$ cat src/nim_in_pkg.sv
// shared constants for the logic-level input event counter block
package nim_in_pkg;
  // ---------------------------------------------------------------
  // register map (word offsets on the plain register port)
  // ---------------------------------------------------------------
  localparam int ADDR_W = 4;
  localparam logic [3:0] OFS_INPUTS = 4'h0;
  localparam logic [3:0] OFS_CFG1 = 4'h1;
  localparam logic [3:0] OFS_CFG3 = 4'h2;
  localparam logic [3:0] OFS_CNT1 = 4'h3;
  localparam logic [3:0] OFS_CNT3 = 4'h4;
  localparam logic [3:0] OFS_CMD = 4'h5;
  localparam logic [3:0] OFS_STATUS = 4'h6;
  // ---------------------------------------------------------------
  // configuration fields
  // ---------------------------------------------------------------
  localparam int CFG_EN = 0;
  localparam int CFG_EDGE = 1;
  localparam int CFG_XRST = 2;
  localparam logic [2:0] CFG_DEFAULT = 3'h0;
  localparam logic EDGE_RISE = 1'b1;
  // ---------------------------------------------------------------
  // command bits and status bits
  // ---------------------------------------------------------------
  localparam int CMD_CLR1 = 0;
  localparam int CMD_CLR3 = 1;
  localparam int CMD_DEFAULT = 2;
  localparam int CMD_BTN_ACK = 3;
  localparam int ST_DEFVALID = 0;
  localparam int ST_BTN_EVENT = 1;
  localparam int CNT_W = 32;
  localparam int DATA_W = 32;
endpackage : nim_in_pkg

$ cat src/nim_input_event_counter.sv
// four logic inputs, two edge counters, default configuration handling
// ---------------------------------------------------------------
// Notes on behaviour
// - four input levels are readable at any time, regardless of counting
// - inputs 1 and 3 count rising or falling edges as selected
// - counters clear by command or by input 2 / input 4 reset
// - external reset only acts when its per-counter enable is set
// - external reset is active high level, holds counter at zero
// - a level value of one means high, zero means low
// - the default button reloads the whole default configuration
// - defaults apply at power-up and by command too
// - defaults indicator on when applied, off on any setting change
// - each button press raises a host event flag
// ---------------------------------------------------------------
`timescale 1ns/1ps
module nim_input_event_counter (
  input wire logic CLK,
  input wire logic SYS_RST,
  input wire logic [3:0] NIM_IN,
  input wire logic DEFAULT_BTN,
  input wire logic [nim_in_pkg::ADDR_W-1:0] ADDR,
  input wire logic [nim_in_pkg::DATA_W-1:0] WDATA,
  input wire logic WR,
  input wire logic RD,
  output logic [nim_in_pkg::DATA_W-1:0] RDATA,
  output logic DEFAULTS_LED,
  output logic BTN_EVENT
);
  import nim_in_pkg::*;

  // ---------------------------------------------------------------
  // input synchronisers
  // ---------------------------------------------------------------
  logic [3:0] lvl;
  logic btn_lvl;
  genvar gi;
  generate
    for (gi = 0; gi < 4; gi++) begin : g_sync
      nim_in_sync u_sync (
        .CLK(CLK),
        .SYS_RST(SYS_RST),
        .d(NIM_IN[gi]),
        .q(lvl[gi])
      );
    end
  endgenerate
  nim_in_sync u_btn_sync (
    .CLK(CLK),
    .SYS_RST(SYS_RST),
    .d(DEFAULT_BTN),
    .q(btn_lvl)
  );

  // ---------------------------------------------------------------
  // edge detection
  // ---------------------------------------------------------------
  logic [3:0] lvl_d;
  logic btn_d;
  logic btn_press;
  always_ff @(posedge CLK or posedge SYS_RST) begin
    if (SYS_RST) begin
      lvl_d <= 4'h0;
      btn_d <= 1'b0;
    end else begin
      lvl_d <= lvl;
      btn_d <= btn_lvl;
    end
  end
  assign btn_press = btn_lvl & ~btn_d;

  // ---------------------------------------------------------------
  // register port decode
  // ---------------------------------------------------------------
  logic wr_cfg1;
  logic wr_cfg3;
  logic wr_cmd;
  logic apply_default;
  assign wr_cfg1 = WR && (ADDR == OFS_CFG1);
  assign wr_cfg3 = WR && (ADDR == OFS_CFG3);
  assign wr_cmd = WR && (ADDR == OFS_CMD);
  // the button and the command both reload the defaults
  assign apply_default = btn_press ||
    (wr_cmd && WDATA[CMD_DEFAULT]);

  // ---------------------------------------------------------------
  // counter configuration
  // ---------------------------------------------------------------
  logic [2:0] cfg1;
  logic [2:0] cfg3;
  // reset gives the default set, as at power-up
  always_ff @(posedge CLK or posedge SYS_RST) begin
    if (SYS_RST) begin
      cfg1 <= CFG_DEFAULT;
    end else if (apply_default) begin
      cfg1 <= CFG_DEFAULT;
    end else if (wr_cfg1) begin
      cfg1 <= WDATA[2:0];
    end
  end
  always_ff @(posedge CLK or posedge SYS_RST) begin
    if (SYS_RST) begin
      cfg3 <= CFG_DEFAULT;
    end else if (apply_default) begin
      cfg3 <= CFG_DEFAULT;
    end else if (wr_cfg3) begin
      cfg3 <= WDATA[2:0];
    end
  end

  // ---------------------------------------------------------------
  // defaults indicator
  // ---------------------------------------------------------------
  // any configuration write drops it, even rewriting the same value;
  // comparing values would hide writes software believes mattered
  always_ff @(posedge CLK or posedge SYS_RST) begin
    if (SYS_RST) begin
      DEFAULTS_LED <= 1'b1;
    end else if (apply_default) begin
      DEFAULTS_LED <= 1'b1;
    end else if (wr_cfg1 || wr_cfg3) begin
      DEFAULTS_LED <= 1'b0;
    end
  end

  // ---------------------------------------------------------------
  // button event flag
  // ---------------------------------------------------------------
  // a press in the acknowledge cycle wins, so no press is lost
  always_ff @(posedge CLK or posedge SYS_RST) begin
    if (SYS_RST) begin
      BTN_EVENT <= 1'b0;
    end else if (btn_press) begin
      BTN_EVENT <= 1'b1;
    end else if (wr_cmd && WDATA[CMD_BTN_ACK]) begin
      BTN_EVENT <= 1'b0;
    end
  end

  // ---------------------------------------------------------------
  // event counters on inputs 1 and 3
  // ---------------------------------------------------------------
  logic [CNT_W-1:0] cnt1;
  logic [CNT_W-1:0] cnt3;
  logic hit1;
  logic hit3;
  logic xrst1;
  logic xrst3;
  logic clr1;
  logic clr3;
  // level one means high on every input; an edge field of one selects rising edges
  assign hit1 = cfg1[CFG_EN] && ((cfg1[CFG_EDGE] == EDGE_RISE) ?
    (lvl[0] & ~lvl_d[0]) : (~lvl[0] & lvl_d[0]));
  assign hit3 = cfg3[CFG_EN] && ((cfg3[CFG_EDGE] == EDGE_RISE) ?
    (lvl[2] & ~lvl_d[2]) : (~lvl[2] & lvl_d[2]));
  assign xrst1 = cfg1[CFG_XRST] && lvl[1];
  assign xrst3 = cfg3[CFG_XRST] && lvl[3];
  assign clr1 = wr_cmd && WDATA[CMD_CLR1];
  assign clr3 = wr_cmd && WDATA[CMD_CLR3];
  always_ff @(posedge CLK or posedge SYS_RST) begin
    if (SYS_RST) begin
      cnt1 <= '0;
    end else if (xrst1 || clr1) begin
      cnt1 <= '0;
    end else if (hit1) begin
      cnt1 <= cnt1 + 1'b1;
    end
  end
  always_ff @(posedge CLK or posedge SYS_RST) begin
    if (SYS_RST) begin
      cnt3 <= '0;
    end else if (xrst3 || clr3) begin
      cnt3 <= '0;
    end else if (hit3) begin
      cnt3 <= cnt3 + 1'b1;
    end
  end

  // ---------------------------------------------------------------
  // read data, one cycle after the read strobe
  // ---------------------------------------------------------------
  logic [DATA_W-1:0] next_rdata;
  always_comb begin
    next_rdata = '0;
    unique case (ADDR)
      OFS_INPUTS: next_rdata[3:0] = lvl;
      OFS_CFG1: next_rdata[2:0] = cfg1;
      OFS_CFG3: next_rdata[2:0] = cfg3;
      OFS_CNT1: next_rdata = cnt1;
      OFS_CNT3: next_rdata = cnt3;
      OFS_STATUS: begin
        next_rdata[ST_DEFVALID] = DEFAULTS_LED;
        next_rdata[ST_BTN_EVENT] = BTN_EVENT;
      end
      default: next_rdata = '0;
    endcase
  end
  always_ff @(posedge CLK or posedge SYS_RST) begin
    if (SYS_RST) begin
      RDATA <= '0;
    end else if (RD) begin
      RDATA <= next_rdata;
    end else begin
      RDATA <= '0;
    end
  end

  // ---------------------------------------------------------------
  // checks
  // ---------------------------------------------------------------
  property p_input_read;
    @(posedge CLK) disable iff (SYS_RST)
      RD && ADDR == OFS_INPUTS |=> RDATA[3:0] == $past(lvl);
  endproperty
  a_input_read: assert property (p_input_read)
    else $error("input read mismatch");

  property p_count_rise;
    @(posedge CLK) disable iff (SYS_RST)
      cfg1[CFG_EN] && cfg1[CFG_EDGE] && lvl[0] && !lvl_d[0] && !xrst1
      && !clr1 |=> cnt1 == $past(cnt1) + 1;
  endproperty
  a_count_rise: assert property (p_count_rise)
    else $error("counter 1 missed edge");

  property p_no_count_off;
    @(posedge CLK) disable iff (SYS_RST)
      !cfg3[CFG_EN] && !clr3 && !xrst3 |=> $stable(cnt3);
  endproperty
  a_no_count_off: assert property (p_no_count_off)
    else $error("counter 3 counted while off");

  property p_cmd_clear;
    @(posedge CLK) disable iff (SYS_RST)
      clr1 |=> cnt1 == '0;
  endproperty
  a_cmd_clear: assert property (p_cmd_clear)
    else $error("counter 1 not cleared");

  property p_xrst_gated;
    @(posedge CLK) disable iff (SYS_RST)
      !cfg3[CFG_XRST] && !clr3 && !hit3 |=> cnt3 == $past(cnt3);
  endproperty
  a_xrst_gated: assert property (p_xrst_gated)
    else $error("counter 3 reset while disabled");

  property p_xrst_hold;
    @(posedge CLK) disable iff (SYS_RST)
      xrst1 [*2] |=> cnt1 == '0;
  endproperty
  a_xrst_hold: assert property (p_xrst_hold)
    else $error("counter 1 not held at zero");

  property p_default_load;
    @(posedge CLK) disable iff (SYS_RST)
      btn_press |=> cfg1 == CFG_DEFAULT && cfg3 == CFG_DEFAULT
      && DEFAULTS_LED;
  endproperty
  a_default_load: assert property (p_default_load)
    else $error("defaults not reloaded");

  property p_led_off;
    @(posedge CLK) disable iff (SYS_RST)
      wr_cfg3 && !apply_default |=> !DEFAULTS_LED;
  endproperty
  a_led_off: assert property (p_led_off)
    else $error("indicator stayed on");

  property p_btn_event;
    @(posedge CLK) disable iff (SYS_RST)
      btn_press |=> BTN_EVENT;
  endproperty
  a_btn_event: assert property (p_btn_event)
    else $error("button event lost");

  property p_cfg_read;
    @(posedge CLK) disable iff (SYS_RST)
      wr_cfg1 && !apply_default ##1 RD && ADDR == OFS_CFG1
      |=> RDATA[2:0] == $past(WDATA[2:0], 2);
  endproperty
  a_cfg_read: assert property (p_cfg_read)
    else $error("config read back wrong");

  property p_count_fall;
    @(posedge CLK) disable iff (SYS_RST)
      cfg3[CFG_EN] && !cfg3[CFG_EDGE] && !lvl[2] && lvl_d[2] && !xrst3
      && !clr3 |=> cnt3 == $past(cnt3) + 1;
  endproperty
  a_count_fall: assert property (p_count_fall)
    else $error("counter 3 missed falling edge");

  property p_idle_cnt1;
    @(posedge CLK) disable iff (SYS_RST)
      !cfg1[CFG_EN] && !clr1 && !xrst1 |=> $stable(cnt1);
  endproperty
  a_idle_cnt1: assert property (p_idle_cnt1)
    else $error("counter 1 counted while off");

  property p_cmd_clear3;
    @(posedge CLK) disable iff (SYS_RST)
      clr3 |=> cnt3 == '0;
  endproperty
  a_cmd_clear3: assert property (p_cmd_clear3)
    else $error("counter 3 not cleared");

  property p_xrst_gated1;
    @(posedge CLK) disable iff (SYS_RST)
      !cfg1[CFG_XRST] && !clr1 && !hit1 |=> cnt1 == $past(cnt1);
  endproperty
  a_xrst_gated1: assert property (p_xrst_gated1)
    else $error("counter 1 reset while disabled");

  property p_xrst_hold3;
    @(posedge CLK) disable iff (SYS_RST)
      xrst3 |=> cnt3 == '0;
  endproperty
  a_xrst_hold3: assert property (p_xrst_hold3)
    else $error("counter 3 not held at zero");

  property p_cmd_default;
    @(posedge CLK) disable iff (SYS_RST)
      wr_cmd && WDATA[CMD_DEFAULT] |=> cfg1 == CFG_DEFAULT
      && cfg3 == CFG_DEFAULT && DEFAULTS_LED;
  endproperty
  a_cmd_default: assert property (p_cmd_default)
    else $error("default command not applied");

  property p_led_off1;
    @(posedge CLK) disable iff (SYS_RST)
      wr_cfg1 && !apply_default |=> !DEFAULTS_LED;
  endproperty
  a_led_off1: assert property (p_led_off1)
    else $error("indicator stayed on after counter 1 setup");

  property p_btn_ack;
    @(posedge CLK) disable iff (SYS_RST)
      wr_cmd && WDATA[CMD_BTN_ACK] && !btn_press |=> !BTN_EVENT;
  endproperty
  a_btn_ack: assert property (p_btn_ack)
    else $error("button event not acknowledged");

  property p_cfg3_read;
    @(posedge CLK) disable iff (SYS_RST)
      wr_cfg3 && !apply_default ##1 RD && ADDR == OFS_CFG3
      |=> RDATA[2:0] == $past(WDATA[2:0], 2);
  endproperty
  a_cfg3_read: assert property (p_cfg3_read)
    else $error("counter 3 config read back wrong");
endmodule : nim_input_event_counter

$ cat src/nim_in_sync.sv
// three-stage input synchroniser with agreement filter
`timescale 1ns/1ps
module nim_in_sync (
  input wire logic CLK,
  input wire logic SYS_RST,
  input wire logic d,
  output logic q
);
  logic s1;
  logic s2;
  logic s3;
  // s1 feeds only s2 to keep metastability contained
  always_ff @(posedge CLK or posedge SYS_RST) begin
    if (SYS_RST) begin
      s1 <= 1'b0;
      s2 <= 1'b0;
      s3 <= 1'b0;
    end else begin
      s1 <= d;
      s2 <= s1;
      s3 <= s2;
    end
  end
  // change accepted only when stages two and three agree
  always_ff @(posedge CLK or posedge SYS_RST) begin
    if (SYS_RST) begin
      q <= 1'b0;
    end else if (s2 == s3) begin
      q <= s3;
    end
  end
endmodule : nim_in_sync

$ cat config.mk
export PLATFORM = sky130hd
export DESIGN_NAME = nim_input_event_counter
export DESIGN_NICKNAME = d
export VERILOG_FILES = /design/src/nim_in_pkg.sv /design/src/nim_input_event_counter.sv /design/src/nim_in_sync.sv
export SDC_FILE = /design/constraint.sdc
export NUM_CORES = 1
export LEC_CHECK = 0
export BUFFER_PORTS_ARGS = -buffer_cell sky130_fd_sc_hd__buf_2
export CAP_MARGIN = 5
export CORE_MARGIN = 3
export CORE_UTILIZATION = 52
export CTS_BUF_LIST = sky130_fd_sc_hd__clkbuf_8
export CTS_CLUSTER_SIZE = 8
export DETAILED_ROUTE_END_ITERATION = 16
export GPL_ROUTABILITY_DRIVEN = 0
export PLACE_DENSITY = 0.71
export SYNTH_ARGS = -nofsm -noshare
export SYNTH_HDL_FRONTEND = slang
export SYNTH_SLANG_ARGS = --single-unit
$ cat constraint.sdc
create_clock -name CLK -period 5.39 [get_ports CLK]
set_input_delay 1.078 -clock CLK [delete_from_list [all_inputs] [get_ports CLK]]
set_output_delay 1.078 -clock CLK [all_outputs]
set_load 0.005 [all_outputs]
Yosys cells after proc, flatten, opt, wreduce, memory -nomap -nowiden
Cells that the tools add are included.
- reduce and logical (&&, ||, !) cells: 22
- add/subtract/negate cells: 2
- multiplexer cells: 19
- equal/unequal tests: 11
- bitwise gates (word level): 10
- operator list (kind ; count):
    32-bit 2-to-1 mux ; 5
    32-bit by 1-bit adder with 32-bit output, second input constant ; 2
    28-bit one-hot mux with 2 select lines ; 1
    4-bit by 3-bit equality test with 1-bit output, second input constant ; 3
    3-bit 2-to-1 mux ; 4
    2-bit one-hot mux with 6 select lines ; 1
    2-bit nonzero test ; 6
    1-bit logical AND ; 11
    4-bit by 2-bit equality test with 1-bit output, second input constant ; 2
    1-bit 2-to-1 mux ; 6
    1-bit bitwise AND ; 5
    1-bit equality test ; 5
    1-bit inverter ; 5
    1-bit one-hot mux with 5 select lines ; 1
    4-bit by 1-bit equality test with 1-bit output, second input constant ; 1
    4-bit zero test ; 1
    1-bit logical OR ; 4
    1-bit one-hot mux with 3 select lines ; 1
- input port bits: 45
- logic and storage cells: 93
- bits in registers: 128
- output and inout bits: 34

Depth between registers and ports, before layout
- depth in word-level cells: 6
- mapped depth: 7
- depth with buffers taken out: 6

Modules after synthesis
A second synthesis with hierarchy kept.
- cells, all modules: 540
- area, all modules: 5794.3 sq um
- modules (own cells, without submodules) (module ; seq. area each (sq um) ; instances ; area an instance (sq um) ; cells each):
    nim_input_event_counter ; 2678.8 ; 1 ; 5218.8 ; 510
    nim_in_sync ; 100.1 ; 5 ; 115.1 ; 6

Worst setup path before layout
Ideal clock, no wire load.
- path type: in2reg
- start point: input port ADDR[2] in the netlist's numbering
- end point: register cnt3[25]
- setup time: 66 ps
- required time: 5324 ps
- slack: 2961 ps
- path buffers: 1
- arrival: 2363 ps
- stages: 6
- path through: buf_2 -> nor3b_1 -> and2_1 -> a22o_1 -> or4_1 -> nand2_1
- cells in the longest elaborated chain, start to end: 5
- elaborated cells between the ends (all ways): 6
- classes of those cells: eq/ne (1); mux (1); reduce/logical (4)
- RTL lines (item ; RTL line ; RTL):
    start, declared ; nim_input_event_counter.sv:21 ; input wire logic [nim_in_pkg::ADDR_W-1:0] ADDR,
    4-bit by 3-bit equality test with 1-bit output (*) ; nim_input_event_counter.sv:80 ; assign wr_cmd = WR && (ADDR == OFS_CMD);
    1-bit logical AND (*) ; nim_input_event_counter.sv:80 ;
    1-bit logical AND (*) ; nim_input_event_counter.sv:158 ; assign clr3 = wr_cmd && WDATA[CMD_CLR3];
    1-bit logical OR (*) ; nim_input_event_counter.sv:171 ; end else if (xrst3 || clr3) begin
    32-bit 2-to-1 mux / 2-bit nonzero test (equally long branches) ; n/a ;
    end signal, assigned ; nim_input_event_counter.sv:174 ; cnt3 <= cnt3 + 1'b1;
    end, declared ; nim_input_event_counter.sv:143 ; logic [CNT_W-1:0] cnt3;
Mark *: on every way between the ends. The rest lies on a longest branch, timed or not.
A chain may end at the register's enable or synchronous reset.

Final worst setup path
- start point: input port ADDR[2] in the netlist's numbering
- end point: register cnt1[19]
- cells in the longest elaborated chain, start to end: 5
- elaborated cells between the ends (all ways): 6
- classes of those cells: eq/ne (1); mux (1); reduce/logical (4)
- RTL lines (item ; RTL line ; RTL):
    4-bit by 3-bit equality test with 1-bit output (*) ; nim_input_event_counter.sv:80 ;
    1-bit logical AND (*) ; nim_input_event_counter.sv:80 ;
    1-bit logical AND (*) ; nim_input_event_counter.sv:157 ; assign clr1 = wr_cmd && WDATA[CMD_CLR1];
    1-bit logical OR (*) ; nim_input_event_counter.sv:162 ; end else if (xrst1 || clr1) begin
    32-bit 2-to-1 mux / 2-bit nonzero test (equally long branches) ; n/a ;
    end signal, assigned ; nim_input_event_counter.sv:165 ; cnt1 <= cnt1 + 1'b1;
    end, declared ; nim_input_event_counter.sv:142 ; logic [CNT_W-1:0] cnt1;
Marks and branches as above.

==> results.toml <==
[clocking]
htreeDepth = 4
cts.sinks = 127
root_buffer = "clkbuf_8"
clockBufferDepth = 2
clk_pin_slew_ns = 0.07
ctsResizeCount = 0
hold_buffers = 0
clk_latency_ns = 0.43
cts-buffers-inserted = 17
cts_setup_buffers = 0
cts_tree = "built"

[die]
io_pins = 79
core.rowCount = 37
design.die.area_um2 = 12200
initial_utilization_pct = 54.4
die_y_um = 111
die_w_um = 111
core_um2 = 10500

[sta]
finalCritPeriodShare_pct = 50.7
setup_viol = 0
worstMarginPinSlew_ns = 1.20
max_freq_mhz = 366
period_needed_ns = 2.73
hold_viol_final = 0
rsz0062_at_grt = "no"
drv_slew = 0
setup-tns-final_ns = 0
skew_ns = 0.0100
relSlewSlack_pct = 20.2

[power]
p_int_uw = 1790
ir_worst_vdd_mv = 0.233
combPwrFrac_pct = 11.8
p_leak_uw = 0.00300
seqPwrFrac_pct = 53.6
clkPwrFrac_pct = 34.6
power.density_nw_per_um2 = 393
p_sw_uw = 765
swShare_pct = 29.9

[final_layout]
drive_above_1_share_pct = 17.5
final_nets = 633
num-fill-cells = 879
num_antenna_cells = 0
utilization_pct = 62.1
syn2layout_area_growth_pct = 14.1

[drt]
vias = 4269
dr.pass1.iters = 5
drc = 0
wire_per_inst_um = 16.9
finalWirelength_um = 12400
drtIter0Drc = 332
viasPerCell = 5.81
antenna_left = 0

[logic_synthesis]
synth.most_common_cell = "dfrtp_1"
avgSynthCellArea_um2 = 10.6
syn_inst = 536
synth.distinct_cells = 52
ys_seq_area_share_pct = 55.9
synth_commonest_cells = "dfrtp_1 (126), nor2_1 (103), xor2_1 (41)"
ys_top_cells_by_area = "dfrtp_1 (55%), nor2_1 (6.8%), xor2_1 (6.3%)"
synth_edf_count = 0
yosys_warnings = 0
ys.flop_type = "dfrtp_1"
synth_seq_cells = 127
synth.largest_area_cell = "dfrtp_1"
synthArstFlopShare_pct = 100
yosysTopAreaCellShare_pct = 55.4
synth_area_um2 = 5690
syn_nets = 583

[critical_path]
cp_max_fo = 25
cp-start-kind = "primary input"
crit_type = "in2reg"
r2r_start = "g_sync[2].u_sync.q"
end_kind = "flop"
critical_path_arrival_ns = 3.05
rr_endpoint = "cnt3[26]"
r2r_cells = 5
cp.required_ns = 5.70
reg2reg_slack_ns = 2.98

[job]
cap_violations = 0

[placement]
io_buffers = 50
hpwl_um = 8350

[worst_hold_path]
hold_depth = 0
hold_class = "reg2reg"
hold_start = "g_sync[1].u_sync.s1"
hold_end = "g_sync[1].u_sync.s2"

[grt]
grt_max_degree = 87
grt_pass1_vias = 4142
grt_pass1_wl_um = 21300
overflow = 0
grt_antenna_before_repair = 0
grt_usage_pct = 21.4

[outcome]
status = "finished, final reports clean"
[worst max-delay path, stage by stage]
cell,delay (ns)
buf_2,0.21
nor3b_1,0.26
and2_1,0.27
a22o_1,0.80
nor2_1,0.10
mux2_2,0.30
[cell families after synthesis]
logic type	after synthesis	synth area share (%)
buffers and inverters	34	2.42
AO/OA/AOI/OAI	67	8.38
XOR/XNOR	51	7.85
AND/OR/NAND/NOR	236	21.5
multiplexers	14	2.70
flip-flops	127	55.9
adder cells (fa/ha/maj)	7	1.32
[power groups by stage]
stage / clock, uW / combinational, uW / sequential (uW)
2_1_floorplan: 0 / 254 / 1290
3_3_place_gp: 0 / 284 / 1370
3_5_place_dp: 0 / 300 / 1380
4_1_cts: 904 / 303 / 1360
5_1_grt: 951 / 348 / 1400
6_report: 885 / 301 / 1370
[routing by layer]
layer / wire length, um / vias up / global-route usage, %
li1: - / 1979 / -
met1: 5820 / 2147 / 31.2
met2: 5850 / 128 / 32.1
met3: 627 / 15 / 5.10
met4: 129 / 0 / 6.57
met5: 0 / - / 0
[flip-flops by register name, summed over array words and instances, names as in the netlist]
| signal | count |
|---|---|
| g_sync.u_sync.s3 | 4 |
| btn_d | 1 |
| DEFAULTS_LED | 1 |
| RDATA | 32 |
| cfg1 | 3 |
| u_btn_sync.s2 | 1 |
| g_sync.u_sync.s2 | 4 |
| g_sync.u_sync.s1 | 4 |
| u_btn_sync.q | 1 |
| cnt3 | 32 |
| BTN_EVENT | 1 |
| cfg3 | 3 |
| u_btn_sync.s3 | 1 |
| cnt1 | 32 |
| lvl_d | 2 |
| g_sync.u_sync.q | 4 |
| u_btn_sync.s1 | 1 |
[worst max path at each step]
stage,startpoint,end,depth (start not counted)
global placement,ADDR[2],cnt3[25],6
global route,ADDR[2],cnt3[25],6
CTS,ADDR[2],cnt1[19],6
detailed placement,ADDR[2],cnt1[19],6
finish,ADDR[2],cnt1[19],6
floorplan,SYS_RST,BTN_EVENT,1
[cells in the final DEF, fill, tap and decap left out, types with 3 or more instances in the layout]
master / instances
a22oi_1: 30
and2_1: 6
maj3_1: 5
nand4_1: 29
and3_1: 7
clkinv_2: 6
inv_1: 10
nor4_1: 3
dfrtp_1: 126
nor3_1: 5
o21ai_0: 8
bufinv_16: 4
a21oi_1: 13
nor3_4: 3
nand3_1: 27
xnor2_1: 10
clkbuf_8: 19
xor2_1: 41
nor2_1: 103
mux2i_1: 12
buf_4: 4
nand2_1: 24
buf_2: 50
or3_1: 8
[cell type report]
| type | instances | area, um2 | share of cell area (%) |
|---|---|---|---|
| Sequential cell | 127 | 3180 | 49.0 |
| Multi-Input combinational cell | 375 | 2380 | 36.6 |
| Timing Repair Buffer | 55 | 295 | 4.55 |
| Clock buffer | 19 | 262 | 4.03 |
| Tap cell | 136 | 170 | 2.62 |
| Clock inverter | 13 | 169 | 2.60 |
| Inverter | 10 | 40.0 | 0.617 |
[per-stage QoR]
stage          cells  hold WS [ns]  setup WS [ns]  total power (uW)  instance area, um2
2_1_floorplan    536         0.331          0.929              1550                5690
3_3_place_gp     702         0.332           2.28              1650                6050
3_5_place_dp     702         0.336           2.24              1680                6050
4_1_cts          734         0.353           2.70              2570                6480
5_1_grt          735         0.360           2.49              2700                6490
6_report         735         0.349           2.66              2550                6490
No activity file was read; power rests on OpenSTA's default activity.
